### src/logic/ufc_pkg.sv
// ufc_pkg: addresses, field positions, reset values and timing of the
// function control and interface control register pair.
// assumes a single 10 MHz system clock shared by every user of the package.
package ufc_pkg;
	// register addresses on the 6-bit register access port
	localparam logic [5:0] FUNC_WR_ADDR = 6'h04;
	localparam logic [5:0] FUNC_SET_ADDR = 6'h05;
	localparam logic [5:0] FUNC_CLR_ADDR = 6'h06;
	localparam logic [5:0] INTF_WR_ADDR = 6'h07;
	localparam logic [5:0] INTF_SET_ADDR = 6'h08;
	localparam logic [5:0] INTF_CLR_ADDR = 6'h09;

	// function control fields
	localparam int FUNC_RSVD_BIT = 7;
	localparam int FUNC_LOW_POWER_N_BIT = 6;
	localparam int FUNC_CORE_RESET_BIT = 5;
	localparam int FUNC_ENC_HI_BIT = 4;
	localparam int FUNC_ENC_LO_BIT = 3;
	localparam int FUNC_TERM_BIT = 2;
	localparam int FUNC_SPEED_HI_BIT = 1;
	localparam int FUNC_SPEED_LO_BIT = 0;
	localparam logic [7:0] FUNC_RESET_VALUE = 8'h41;

	// interface control fields
	localparam int INTF_GUARD_DIS_BIT = 7;
	localparam int INTF_IND_BYPASS_BIT = 6;
	localparam int INTF_IND_INVERT_BIT = 5;
	localparam int INTF_CLK_KEEP_N_BIT = 3;
	localparam int INTF_THREE_WIRE_BIT = 1;
	localparam int INTF_SIX_WIRE_BIT = 0;
	localparam logic [7:0] INTF_RESET_VALUE = 8'h00;

	// transmit encoding styles
	localparam logic [1:0] ENC_NORMAL = 2'h0;
	localparam logic [1:0] ENC_NON_DRIVING = 2'h1;
	localparam logic [1:0] ENC_NO_STUFF_NRZI = 2'h2;
	localparam logic [1:0] ENC_NO_SYNC_EOP = 2'h3;

	// line speed choices
	localparam logic [1:0] SPEED_HIGH = 2'h0;
	localparam logic [1:0] SPEED_FULL = 2'h1;
	localparam logic [1:0] SPEED_LOW = 2'h2;
	localparam logic [1:0] SPEED_LOW_VIA_FULL = 2'h3;

	// core reset duration
	localparam int CLK_PERIOD_NS = 100;
	localparam int CORE_RESET_NS = 1000;
	localparam int CORE_RESET_CYCLES =
		(CORE_RESET_NS + CLK_PERIOD_NS - 1) / CLK_PERIOD_NS;
	localparam logic [7:0] CORE_RESET_COUNT = 8'(CORE_RESET_CYCLES);

	// register write kinds
	typedef enum logic [1:0] {
		ufc_op_none,
		ufc_op_write,
		ufc_op_set,
		ufc_op_clear
	} ufc_op_e;
endpackage : ufc_pkg

### src/logic/ufc_regs.sv
// ufc_regs: function control and interface control registers of the
// transceiver, reached through the register access port of the link bus.
// assumes the link bus front end decodes register reads and writes into
// one-cycle strobes with a 6-bit address, all synchronous to clk_sys.
`timescale 1ns/1ps
`default_nettype none
module ufc_regs (
	// clock and reset
	input wire logic clk_sys,
	input wire logic srst,
	// register access port
	input wire logic reg_wr,
	input wire logic reg_rd,
	input wire logic [5:0] reg_addr,
	input wire logic [7:0] reg_wdata,
	output logic [7:0] reg_rdata,
	output logic reg_rvalid,
	// link bus events
	input wire logic stp,
	output logic dir,
	output logic rxcmd_update,
	// wake and serial mode events from the transceiver
	input wire logic three_wire_exit,
	input wire logic six_wire_exit,
	// pull-down controls held elsewhere
	input wire logic plus_line_pulldown,
	input wire logic minus_line_pulldown,
	// power and core control
	output logic low_power,
	output logic core_rst,
	// transmit and line controls
	output logic [1:0] tx_encoding_style,
	output logic tx_non_driving,
	output logic tx_no_stuff_nrzi,
	output logic tx_no_sync_eop,
	output logic [1:0] line_speed_choice,
	output logic ls_via_fs_preamble,
	output logic termination_choice,
	output logic fs_pullup_en,
	output logic hs_term_en,
	// alternative interface controls
	output logic bus_guard_disable,
	output logic indicator_bypass,
	output logic indicator_invert,
	output logic serial_clock_keep_n,
	output logic three_wire_serial_mode,
	output logic six_wire_serial_mode
);
	logic [7:0] func_reg;
	logic [7:0] intf_reg;
	ufc_pkg::ufc_op_e func_op;
	ufc_pkg::ufc_op_e intf_op;
	logic [7:0] next_func;
	logic [7:0] next_intf;
	logic seq_start;
	logic seq_dir;
	logic seq_core_rst;
	logic seq_done;

	// write kind for one register from its three addresses
	function automatic ufc_pkg::ufc_op_e decode_op(input logic wr,
			input logic [5:0] addr, input logic [5:0] base);
		if (!wr)
			decode_op = ufc_pkg::ufc_op_none;
		else if (addr == base)
			decode_op = ufc_pkg::ufc_op_write;
		else if (addr == 6'(base + 6'h01))
			decode_op = ufc_pkg::ufc_op_set;
		else if (addr == 6'(base + 6'h02))
			decode_op = ufc_pkg::ufc_op_clear;
		else
			decode_op = ufc_pkg::ufc_op_none;
	endfunction : decode_op

	function automatic logic [7:0] apply_op(input ufc_pkg::ufc_op_e op,
			input logic [7:0] cur, input logic [7:0] data);
		case (op)
			ufc_pkg::ufc_op_write: apply_op = data;
			ufc_pkg::ufc_op_set: apply_op = cur | data;
			ufc_pkg::ufc_op_clear: apply_op = cur & ~data;
			default: apply_op = cur;
		endcase
	endfunction : apply_op

	function automatic logic in_window(input logic [5:0] addr,
			input logic [5:0] base);
		in_window = (addr >= base) && (addr <= 6'(base + 6'h02));
	endfunction : in_window

	always_comb begin
		func_op = decode_op(reg_wr, reg_addr, ufc_pkg::FUNC_WR_ADDR);
		intf_op = decode_op(reg_wr, reg_addr, ufc_pkg::INTF_WR_ADDR);
		next_func = apply_op(func_op, func_reg, reg_wdata);
		next_intf = apply_op(intf_op, intf_reg, reg_wdata);
		next_func[ufc_pkg::FUNC_RSVD_BIT] = 1'b0;
		// a fresh 0->1 of the reset bit launches one core reset
		seq_start = next_func[ufc_pkg::FUNC_CORE_RESET_BIT] &
			~func_reg[ufc_pkg::FUNC_CORE_RESET_BIT];
	end

	ufc_core_reset_seq u_seq (
		.clk_sys(clk_sys),
		.srst(srst),
		.start(seq_start),
		.dir_hold(seq_dir),
		.core_rst(seq_core_rst),
		.done(seq_done)
	);

	// function control register with its self-updating bits
	always_ff @(posedge clk_sys) begin
		if (srst) begin
			func_reg <= ufc_pkg::FUNC_RESET_VALUE;
		end else begin
			func_reg <= next_func;
			// the link keeps off the bus during core reset, so completion
			// and a write never meet; the write would still win if they did
			if (seq_done && func_op == ufc_pkg::ufc_op_none)
				func_reg[ufc_pkg::FUNC_CORE_RESET_BIT] <= 1'b0;
			// stop during low power wakes the transceiver
			if (stp && !func_reg[ufc_pkg::FUNC_LOW_POWER_N_BIT])
				func_reg[ufc_pkg::FUNC_LOW_POWER_N_BIT] <= 1'b1;
		end
	end

	// interface control register; mode exclusivity is left to the link
	always_ff @(posedge clk_sys) begin
		if (srst) begin
			intf_reg <= ufc_pkg::INTF_RESET_VALUE;
		end else begin
			intf_reg <= next_intf;
			if (three_wire_exit && intf_op == ufc_pkg::ufc_op_none)
				intf_reg[ufc_pkg::INTF_THREE_WIRE_BIT] <= 1'b0;
			if (six_wire_exit && intf_op == ufc_pkg::ufc_op_none)
				intf_reg[ufc_pkg::INTF_SIX_WIRE_BIT] <= 1'b0;
		end
	end

	// read port: one cycle after the strobe, unmapped reads give zero
	always_ff @(posedge clk_sys) begin
		if (srst) begin
			reg_rdata <= 8'h00;
			reg_rvalid <= 1'b0;
		end else begin
			reg_rvalid <= reg_rd;
			if (!reg_rd)
				reg_rdata <= reg_rdata;
			else if (in_window(reg_addr, ufc_pkg::FUNC_WR_ADDR))
				reg_rdata <= func_reg;
			else if (in_window(reg_addr, ufc_pkg::INTF_WR_ADDR))
				reg_rdata <= intf_reg;
			else
				reg_rdata <= 8'h00;
		end
	end

	// link bus turnaround and core reset
	always_ff @(posedge clk_sys) begin
		if (srst) begin
			dir <= 1'b0;
			core_rst <= 1'b0;
			rxcmd_update <= 1'b0;
		end else begin
			dir <= seq_dir;
			core_rst <= seq_core_rst;
			// status request rises as direction drops; the status itself
			// goes out only after the turnaround cycle
			rxcmd_update <= seq_done;
		end
	end

	// decoded controls, registered so every output is a flip-flop
	always_ff @(posedge clk_sys) begin
		if (srst) begin
			low_power <= 1'b0;
			tx_encoding_style <= ufc_pkg::ENC_NORMAL;
			tx_non_driving <= 1'b0;
			tx_no_stuff_nrzi <= 1'b0;
			tx_no_sync_eop <= 1'b0;
			line_speed_choice <= ufc_pkg::SPEED_FULL;
			ls_via_fs_preamble <= 1'b0;
			termination_choice <= 1'b0;
			fs_pullup_en <= 1'b0;
			hs_term_en <= 1'b0;
		end else begin
			low_power <= ~func_reg[ufc_pkg::FUNC_LOW_POWER_N_BIT];
			tx_encoding_style <= func_reg[ufc_pkg::FUNC_ENC_HI_BIT:
				ufc_pkg::FUNC_ENC_LO_BIT];
			tx_non_driving <= func_reg[ufc_pkg::FUNC_ENC_HI_BIT:
				ufc_pkg::FUNC_ENC_LO_BIT] == ufc_pkg::ENC_NON_DRIVING;
			tx_no_stuff_nrzi <= func_reg[ufc_pkg::FUNC_ENC_HI_BIT:
				ufc_pkg::FUNC_ENC_LO_BIT] == ufc_pkg::ENC_NO_STUFF_NRZI;
			tx_no_sync_eop <= func_reg[ufc_pkg::FUNC_ENC_HI_BIT:
				ufc_pkg::FUNC_ENC_LO_BIT] == ufc_pkg::ENC_NO_SYNC_EOP;
			line_speed_choice <= func_reg[ufc_pkg::FUNC_SPEED_HI_BIT:
				ufc_pkg::FUNC_SPEED_LO_BIT];
			ls_via_fs_preamble <= func_reg[ufc_pkg::FUNC_SPEED_HI_BIT:
				ufc_pkg::FUNC_SPEED_LO_BIT] == ufc_pkg::SPEED_LOW_VIA_FULL;
			termination_choice <= func_reg[ufc_pkg::FUNC_TERM_BIT];
			// pull-up never fights a pull-down on the same line, and a
			// non-driving transmitter leaves the high-speed termination to the link
			fs_pullup_en <= func_reg[ufc_pkg::FUNC_TERM_BIT] &
				~plus_line_pulldown & ~minus_line_pulldown &
				(func_reg[ufc_pkg::FUNC_SPEED_HI_BIT:
				ufc_pkg::FUNC_SPEED_LO_BIT] != ufc_pkg::SPEED_HIGH);
			hs_term_en <= ~func_reg[ufc_pkg::FUNC_TERM_BIT] &
				(func_reg[ufc_pkg::FUNC_SPEED_HI_BIT:
				ufc_pkg::FUNC_SPEED_LO_BIT] == ufc_pkg::SPEED_HIGH) &
				(func_reg[ufc_pkg::FUNC_ENC_HI_BIT:
				ufc_pkg::FUNC_ENC_LO_BIT] != ufc_pkg::ENC_NON_DRIVING);
		end
	end

	always_ff @(posedge clk_sys) begin
		if (srst) begin
			bus_guard_disable <= 1'b0;
			indicator_bypass <= 1'b0;
			indicator_invert <= 1'b0;
			serial_clock_keep_n <= 1'b0;
			three_wire_serial_mode <= 1'b0;
			six_wire_serial_mode <= 1'b0;
		end else begin
			bus_guard_disable <= intf_reg[ufc_pkg::INTF_GUARD_DIS_BIT];
			indicator_bypass <= intf_reg[ufc_pkg::INTF_IND_BYPASS_BIT];
			indicator_invert <= intf_reg[ufc_pkg::INTF_IND_INVERT_BIT];
			serial_clock_keep_n <= intf_reg[ufc_pkg::INTF_CLK_KEEP_N_BIT];
			three_wire_serial_mode <= intf_reg[ufc_pkg::INTF_THREE_WIRE_BIT];
			six_wire_serial_mode <= intf_reg[ufc_pkg::INTF_SIX_WIRE_BIT];
		end
	end
endmodule : ufc_regs
`default_nettype wire

### src/logic/ufc_core_reset_seq.sv
// ufc_core_reset_seq: drives the bus turnaround and core reset while a
// requested core reset runs, then signals completion.
// assumes start is a one-cycle pulse and is not repeated while busy.
`timescale 1ns/1ps
`default_nettype none
module ufc_core_reset_seq (
	// clock and reset
	input wire logic clk_sys,
	input wire logic srst,
	// request
	input wire logic start,
	// status
	output logic dir_hold,
	output logic core_rst,
	output logic done
);
	typedef enum logic [1:0] {ufc_seq_idle, ufc_seq_run, ufc_seq_end} ufc_seq_e;
	ufc_seq_e state;
	logic [7:0] count;

	always_ff @(posedge clk_sys) begin
		if (srst) begin
			state <= ufc_seq_idle;
			count <= 8'h00;
			dir_hold <= 1'b0;
			core_rst <= 1'b0;
			done <= 1'b0;
		end else begin
			done <= 1'b0;
			case (state)
				ufc_seq_idle: begin
					if (start) begin
						state <= ufc_seq_run;
						count <= ufc_pkg::CORE_RESET_COUNT;
						dir_hold <= 1'b1;
						core_rst <= 1'b1;
					end
				end
				ufc_seq_run: begin
					if (count == 8'h01) begin
						state <= ufc_seq_end;
						core_rst <= 1'b0;
					end
					count <= count - 8'h01;
				end
				ufc_seq_end: begin
					// bus is handed back on the same edge as the completion
					// pulse, so the status request sees direction already low
					state <= ufc_seq_idle;
					dir_hold <= 1'b0;
					done <= 1'b1;
				end
				default: begin
					state <= ufc_seq_idle;
				end
			endcase
		end
	end
endmodule : ufc_core_reset_seq
`default_nettype wire

### config.mk
export PLATFORM = sky130hd
export DESIGN_NAME = ufc_regs
export DESIGN_NICKNAME = d
export VERILOG_FILES = /design/src/logic/ufc_pkg.sv /design/src/logic/ufc_regs.sv /design/src/logic/ufc_core_reset_seq.sv
export SDC_FILE = /design/constraint.sdc
export NUM_CORES = 1
export LEC_CHECK = 0
export ABC_CLOCK_PERIOD_IN_PS = 1780
export BUFFER_PORTS_ARGS = -buffer_cell sky130_fd_sc_hd__buf_2
export CORE_MARGIN = 3
export CORE_UTILIZATION = 47
export CTS_BUF_LIST = sky130_fd_sc_hd__clkbuf_8
export CTS_CLUSTER_DIAMETER = 100
export DETAILED_ROUTE_END_ITERATION = 10
export HOLD_SLACK_MARGIN = 0.12
export PLACE_DENSITY_LB_ADDON = 0.08
export SLEW_MARGIN = 10
export SYNTH_ARGS = -nofsm -noshare
export SYNTH_HDL_FRONTEND = slang
export SYNTH_SLANG_ARGS = --single-unit
### constraint.sdc
create_clock -name clk_sys -period 1.78 [get_ports clk_sys]
set_input_delay 0.356 -clock clk_sys [delete_from_list [all_inputs] [get_ports clk_sys]]
set_output_delay 0.356 -clock clk_sys [all_outputs]
set_load 0.03 [all_outputs]
==> results.yml, run 1 <==
outcome:
  status: "complete, no violations"
placement:
  dp_hpwl_um: 3833
  port_buffers: 52
  place_inst: 375
  globalplace.congestion: 0.8321
  place_ws_ns: -0.05266
finish:
  final_util_pct: 66.11
  final_cell_mix: "dfxtp_1, buf_2, nor2_1"
  final_nets: 346
  layout_commonest_cell: "dfxtp_1"
  diodes: 0
  drive_above_1_share_pct: 31.90
  instances_no_fill: 391
  syn2layout_area_growth_pct: 31.00
floorplanning:
  start_util_pct: 50.47
  die-area_um2: 5743
  die_w_um: 75.78
  rows: 24
  pin_count: 53
  fp.dieH_um: 75.78
  core-area_um2: 4534
cts:
  clock-sinks: 58
  hold_buffers: 0
  insertion_delay_ns: 0.33
  clk_pin_slew_ns: 0.06
  htreeDepth: 3
  cts_made_buffers: 9
  root_buffer: "clkbuf_8"
  clk_path_buf_depth: 2
  cts_tree: "done"
detailed_routing:
  viasPerCell: 5.230
  drt_wl_total_um: 5243
  ant_nets: 0
  vias: 2045
  drtIter0Drc: 124
  drt_pass1_iterations: 4
  post-route-drc-count: 0
  wl_per_cell_um: 13.41
critical_path:
  max_stage_delay_ns: 0.71
  path_cells: "or4b_2 > nor4_2 > nor4b_1 > a21o_1"
  required_ns: 2.01
  path_max_fanout: 4
  crit_arrival_ns: 1.87
  crit_slowest_cell: "or4b_2"
  worstSetupPathType: "flop to flop"
  worst_setup_path_end_kind: "flop"
  start_kind: "flop"
  worst-r2r-cell-count: 4
sta:
  period_minus_slack_ns: 1.640
  fmax_mhz: 609.8
  setup_tns_ns: 0
  finalSetupViolCount: 0
  slew_viol_final: 0
  tightest_slew_ns: 0.4811
  finalHoldViolCount: 0
  finalCritPeriodShare_pct: 92.13
  fin_worst_skew_ns: 0.003340
  setup_ws_ns: 0.1401
  relSlewSlack_pct: 67.63
  rsz0062_at_grt: "no"
synth:
  synth_edf_count: 0
  synthArstFlopShare_pct: 0
  yosys_warnings: 0
  yosysSeqAreaShare_pct: 50.74
  synth_fp_nets: 268
  synth_cell_types: 48
  synth_area_per_cell_um2: 9.417
  synth_area_um2: 2288
  ys_ff_latch: 58
  synthCells: 243
  synth_ff_type: "dfxtp_1"
pwr:
  leakage_nw: 1.324
  switchingPower_mw: 0.6181
  vdd_drop_max_mv: 0.6832
  p_seq_share_pct: 46.8
  p_clk_share_pct: 46.5
  pwr_density_cell_nw_per_um2: 942.2
  comb_power_share_pct: 6.7
  report.power.total_mw: 2.825
  p_sw_share_pct: 21.88
  intPower_mw: 2.207
global_routing:
  grt_pass1_wl_um: 8473
  grt_max_degree: 19
  gr-usage-all-layers_pct: 20.09
  grt_pass1_vias: 1775
  grt_overflow: 0
  antenna_found_initial: 0
min_path:
  min_path_type: "input pin to flop"
  hold_path_depth: 2
run:
  drv_cap: 0
## cells by family after synthesis
logic type                 synth area share [%]
AOI/OAI and AO/OA                         21.92
DFF                                       50.74
adders and majority gates                 1.093
and+or+nand+nor                           22.14
buffers and inverters                     4.101
## through the flow
step / hold slack [ns] / area (um2)
floorplan: 0.4129 / 2288
global placement: 0.4400 / 2773
detailed placement: 0.4343 / 2773
CTS: 0.1676 / 2992
global route: 0.1607 / 2998
finish: 0.1869 / 2998
## critical path: cells and delay by family, from the launching register on
family	cells	cell delay [ns]
AO/OA/AOI/OAI	1	0.16
AND/OR/NAND/NOR	3	1.05
flip-flops	1	0.33
## timing repair
action | 4_1_cts | 5_1_grt
setup endpoints to repair | 0 | 2
gates resized for setup | 0 | 1
buffers inserted | 0 | 0
## path summary, 6_finish.rpt
path                      startpoint  slack (ns)             end
setup reg to reg      u_seq.count[1]        0.14  u_seq.count[5]
hold / removal    plus_line_pulldown        0.19    fs_pullup_en
setup / recovery      u_seq.count[1]        0.14  u_seq.count[5]
hold reg to reg          func_reg[6]        0.46       low_power
## layout make-up
cell class | instances | area (um2)
tap | 65 | 81.33
timing repair buffer | 77 | 447.9
clock buffer | 10 | 137.6
clock inverter | 6 | 81.33
multi-input combinational | 162 | 1040
sequential | 58 | 1161
inverter | 13 | 48.80
fill | 402 | 1536
## power by group through the flow
stage | combinational [mW] | sequential [mW] | clock, mW
final | 0.189 | 1.32 | 1.31
after CTS | 0.189 | 1.32 | 1.35
after floorplan | 0.0770 | 1.37 | 0
after global routing | 0.208 | 1.32 | 1.41
after detailed placement | 0.188 | 1.35 | 0
after global placement | 0.188 | 1.35 | 0
## cells in the mapped netlist, types with 2 or more instances
cell type	number	area share [%]
o21a_1	3	0.98
and2_1	3	0.82
or3b_1	2	0.77
a31oi_1	3	0.82
o2bb2ai_1	4	1.5
nor3_1	5	1.1
o21ai_0	10	2.2
nor2b_1	16	4.4
a21oi_1	12	2.6
nor4_1	4	1.1
nor2_1	26	4.3
clkbuf_1	7	1.1
a22oi_1	7	2.3
or3b_2	2	0.77
dfxtp_1	58	51
a21o_1	3	0.98
ha_1	2	1.1
buf_1	2	0.33
nor4b_1	2	0.77
a211oi_1	10	3.3
inv_1	13	2.1
a22o_1	5	1.9
o22ai_1	2	0.55
nand3_1	4	0.87
a2111oi_0	2	0.77
nand2b_1	4	1.1
or2_2	2	0.55
nand2_1	10	1.6
## metal layers
layer / part of all wire (%) / global-route usage (%) / vias up
li1: - / - / 1032
met1: 49 / 27.86 / 951
met3: 6.9 / 9.235 / 0
met5: 0 / 0 / -
met2: 44 / 27.76 / 62
met4: 0 / 6.019 / 0
Note: power is estimated with default switching activity, not from simulation.
==> inputs of run 2 (changes only) <==
- BUFFER_PORTS_ARGS: -buffer_cell sky130_fd_sc_hd__buf_2 -> not set
- DONT_BUFFER_PORTS: not set -> 1
- GPL_ROUTABILITY_DRIVEN: not set -> 0
==> run 2 against run 1 <==
Against the previous run:
- critical path type unchanged
- fmax increased by 1.4%
- die area unchanged
- sequential power about the same
- worst setup slack improved by 0.022 ns
- critical endpoint unchanged
- non-clock buffer count decreased by 60
- combinational power decreased by 48%
- total power decreased by 7.1%
==> results.yml, run 2 (same netlist as run 1, synthesis figures left out) <==
finish:
  syn2layout_area_growth_pct: 16.89
  final_nets: 286
  layout_commonest_cell: "dfxtp_1"
  final_cell_mix: "dfxtp_1, nor2_1, nor2b_1"
  instances_no_fill: 331
  diodes: 0
  drive_above_1_share_pct: 15.79
  fillers: 416
  final_util_pct: 59.00
  stdcell_area_um2: 2675
cts:
  cts_tree: "done"
  insertion_delay_ns: 0.33
  cts_made_buffers: 9
  htreeDepth: 3
  post_cts_buffers: 0
  clk_pin_slew_ns: 0.07
  clock-sinks: 58
  root_buffer: "clkbuf_8"
  clk_path_buf_depth: 2
sta:
  finalCritPeriodShare_pct: 90.89
  fin_worst_skew_ns: 0.006131
  period_minus_slack_ns: 1.618
  whs_ns: 0.1362
  rsz0062_at_grt: "no"
  finalSetupViolCount: 0
  fmax_mhz: 618.1
  slew_viol_final: 0
  setup_tns_ns: 0
  relSlewSlack_pct: 68.15
  tightest_slew_ns: 0.4711
  finalHoldViolCount: 0
global_routing:
  antenna_found_initial: 0
  gr-usage-all-layers_pct: 20.89
  grt_max_degree: 34
  grt_pass1_vias: 1775
  grt_pass1_wl_um: 8687
  grt_overflow: 0
placement:
  place_inst: 311
  port_buffers: 0
  dp_hpwl_um: 3575
  post_dp_cell_area_um2: 2422
floorplanning:
  core-area_um2: 4534
  pin_count: 53
  start_util_pct: 50.47
  die_w_um: 75.78
  fp.dieH_um: 75.78
  rows: 24
  die-area_um2: 5743
detailed_routing:
  wl_per_cell_um: 16.34
  ant_nets: 0
  viasPerCell: 5.544
  post-route-drc-count: 0
  drt_wl_total_um: 5407
  vias: 1835
  drt_pass1_iterations: 4
  drtIter0Drc: 95
outcome:
  status: "complete, no violations"
run:
  drv_cap: 0
critical_path:
  r2r_slack_ns: 0.16
  worstSetupPathType: "flop to flop"
  start_kind: "flop"
  required_ns: 2.01
  path_max_fanout: 4
  endpoint: "u_seq.count[5]"
  worst-r2r-cell-count: 4
  timing.rr.start: "u_seq.count[1]"
  worst_setup_path_end_kind: "flop"
  startpoint: "u_seq.count[1]"
  reg2reg_to: "u_seq.count[5]"
  crit_arrival_ns: 1.85
pwr:
  leakage_nw: 1.028
  pwr_density_cell_nw_per_um2: 980.5
  vdd_drop_max_mv: 0.4777
min_path:
  min_path_type: "input pin to flop"
run 2: worst max-delay path, stage by stage, from the launching register on:
cell	delay [ns]
dfxtp_1	0.33
or4b_2	0.73
nor4_2	0.21
nor4b_1	0.09
a21o_1	0.16
run 2: how the worst min path moves through the flow:
stage,from,endpoint,slack [ns],cells past startpoint
floorplan,func_reg[6],low_power,0.41,1
global placement,srst,low_power,0.43,1
detailed placement,srst,reg_rvalid,0.43,1
CTS,srst,line_speed_choice[0],0.12,1
global route,reg_wdata[4],func_reg[4],0.13,1
finish,reg_wdata[4],func_reg[4],0.14,1
run 2: cell type report:
cell class	count	area [um2]	area share (%)
clock buffers	9	123.9	4.630
repair buffers	17	147.6	5.519
well taps	65	81.33	3.040
inverters	13	48.80	1.824
multi-input cells	162	1042	38.96
flip-flops and latches	58	1161	43.40
clock inverters	7	70.07	2.619
run 2: report_power, final:
group / switching [mW] / total, mW / internal (mW)
clock network: 0.536 / 1.18 / 0.642
logic: 0.0525 / 0.0986 / 0.0461
registers: 0.0323 / 1.35 / 1.31
run 2: timing repair:
item,in CTS,in global routing
hold buffers,4,0
gates resized for setup,0,2
endpoints found under the hold margin,34,0
setup endpoints to repair,0,2
run 2: per-layer routing:
layer | track usage (%) | wire length, um | vias up
li1 | - | - | 919
met1 | 29.01 | 2635 | 835
met2 | 28.80 | 2320 | 70
met3 | 5.541 | 320 | 11
met4 | 12.23 | 130 | 0
met5 | 0 | 0 | -
run 2: through the flow:
step                      worst slack [ns]  power [mW]
after detailed placement           0.03098       1.450
after floorplan                     0.1418       1.449
final                               0.1621       2.623
after global placement             0.08509       1.450
after CTS                           0.1018       2.649
after global routing              0.008261       2.706
==> inputs of run 3 (changes only) <==
- ABC_CLOCK_PERIOD_IN_PS: 1780 -> 1700
- SLEW_MARGIN: 10 -> not set
- clock period: 1.78 -> 1.7 ns (I/O delays scaled with it)
==> run 3 against run 2 <==
Against the previous run:
- worst hold slack improved by 0.0028 ns
- largest cell class unchanged
- critical endpoint unchanged
- final area increased by 5.3%
- final cell count rose by 2.7%
- highest routed layer unchanged
- non-clock buffer count is 10 higher
- die area unchanged
==> results.yml, run 3 (same netlist as run 1, synthesis figures left out) <==
outcome:
  status: "complete, no violations"
pwr:
  report.power.total_mw: 3.064
  vdd_drop_max_mv: 0.7575
  pwr_density_cell_nw_per_um2: 1088
  leakage_nw: 1.090
min_path:
  min_path_type: "input pin to flop"
floorplanning:
  die-area_um2: 5743
  rows: 24
  fp.dieH_um: 75.78
  die_w_um: 75.78
  pin_count: 53
  core-area_um2: 4534
  start_util_pct: 50.47
critical_path:
  path_cells: "or4b_2 > nor4_2 > nor4b_1 > a21o_1"
  crit_slowest_cell: "or4b_2"
  worst_setup_path_end_kind: "flop"
  max_stage_delay_ns: 0.71
  required_ns: 1.93
  start_kind: "flop"
  path_max_fanout: 4
  critical_path.top_delay_family: "simple AND/OR/NAND/NOR gates"
  worstSetupPathType: "flop to flop"
  crit_arrival_ns: 1.81
  critical_path_buf_inv_count: 0
sta:
  rsz0062_at_grt: "no"
  relSlewSlack_pct: 68.90
  slew_viol_final: 0
  setup_tns_ns: 0
  period_minus_slack_ns: 1.586
  finalSetupViolCount: 0
  whs_ns: 0.1390
  fin_worst_skew_ns: 0.005257
  fmax_mhz: 630.5
  finalHoldViolCount: 0
  setup_ws_ns: 0.1140
  finalCritPeriodShare_pct: 93.29
  tightest_slew_ns: 0.4623
detailed_routing:
  viasPerCell: 5.371
  drtIter0Drc: 159
  ant_nets: 0
  vias: 1826
  post-route-drc-count: 0
  wl_per_cell_um: 15.34
  drt_wl_total_um: 5214
  drt_pass1_iterations: 4
global_routing:
  gr-usage-all-layers_pct: 19.90
  use_met2_pct: 27.28
  met1_usage_pct: 27.99
  met3_usage_pct: 8.047
  grt_overflow: 0
  grt_pass1_vias: 1739
  antenna_found_initial: 0
  grt_pass1_wl_um: 8314
  grt_max_degree: 35
  busiest_layer: "met1"
finish:
  final_nets: 296
  layout_commonest_cell: "dfxtp_1"
  stdcell_area_um2: 2818
  instances_no_fill: 340
  drive_above_1_share_pct: 15.64
  final_util_pct: 62.14
  diodes: 0
  final_cell_mix: "dfxtp_1, nor2_1, nor2b_1"
  syn2layout_area_growth_pct: 23.13
cts:
  cts_made_buffers: 9
  root_buffer: "clkbuf_8"
  post_cts_buffers: 0
  clk_path_buf_depth: 2
  insertion_delay_ns: 0.33
  cts_tree: "done"
  clock-sinks: 58
  clk_pin_slew_ns: 0.06
  htreeDepth: 3
placement:
  dp_hpwl_um: 3464
  port_buffers: 0
  place_inst: 313
  post_dp_cell_area_um2: 2437
  place_ws_ns: -0.01671
run:
  drv_cap: 0
run 3: changes by cell type in the layout (fill, tap and decap cells not counted), sizes merged:
cell,before,now
dlygate4sd3,3,11
clkinv,5,1
clkbuf,9,10
buf,14,16
bufinv,1,3
run 3: routing by layer:
metal  up-vias  routed length, um  share of wire [%]
met4         0                 59                1.1
met3         6                411                7.9
met1       826               2496                 48
met5         -                  0                  0
li1        934                  -                  -
met2        60               2247                 43
run 3: final cells by class:
cell class                      count  area, um2
Timing Repair Buffer               27      242.7
Clock inverter                      5      102.6
Clock buffer                       10      137.6
Tap cell                           65      81.33
Inverter                           13      48.80
Sequential cell                    58       1161
Fill cell                         403       1717
Multi-Input combinational cell    162       1044
run 3: where the power goes:
| part | internal, mW | switching, mW |
|---|---|---|
| sequential | 1.38 | 0.0331 |
| combinational | 0.0619 | 0.0582 |
| clock | 1.00 | 0.533 |
run 3: final timing paths:
kind / to / slack, ns / start / depth (start not counted)
worst max-delay path: u_seq.count[5] / 0.11 / u_seq.count[1] / 4
worst min-delay path: intf_reg[0] / 0.14 / reg_wdata[0] / 1
worst max register to register: u_seq.count[5] / 0.11 / u_seq.count[1] / 4
worst min register to register: low_power / 0.46 / func_reg[6] / 1
run 3: worst reg2reg max path: stages (launching register included):
cell and delay [ns]:
dfxtp_1 0.33, or4b_2 0.71, nor4_2 0.20, nor4b_1 0.09, a21o_1 0.15
run 3: what timing repair did:
item / in CTS / in global routing
setup endpoints to repair: 0 / 3
hold buffers: 12 / 0
endpoints found under the hold margin: 41 / 0
gates resized for setup: 0 / 3
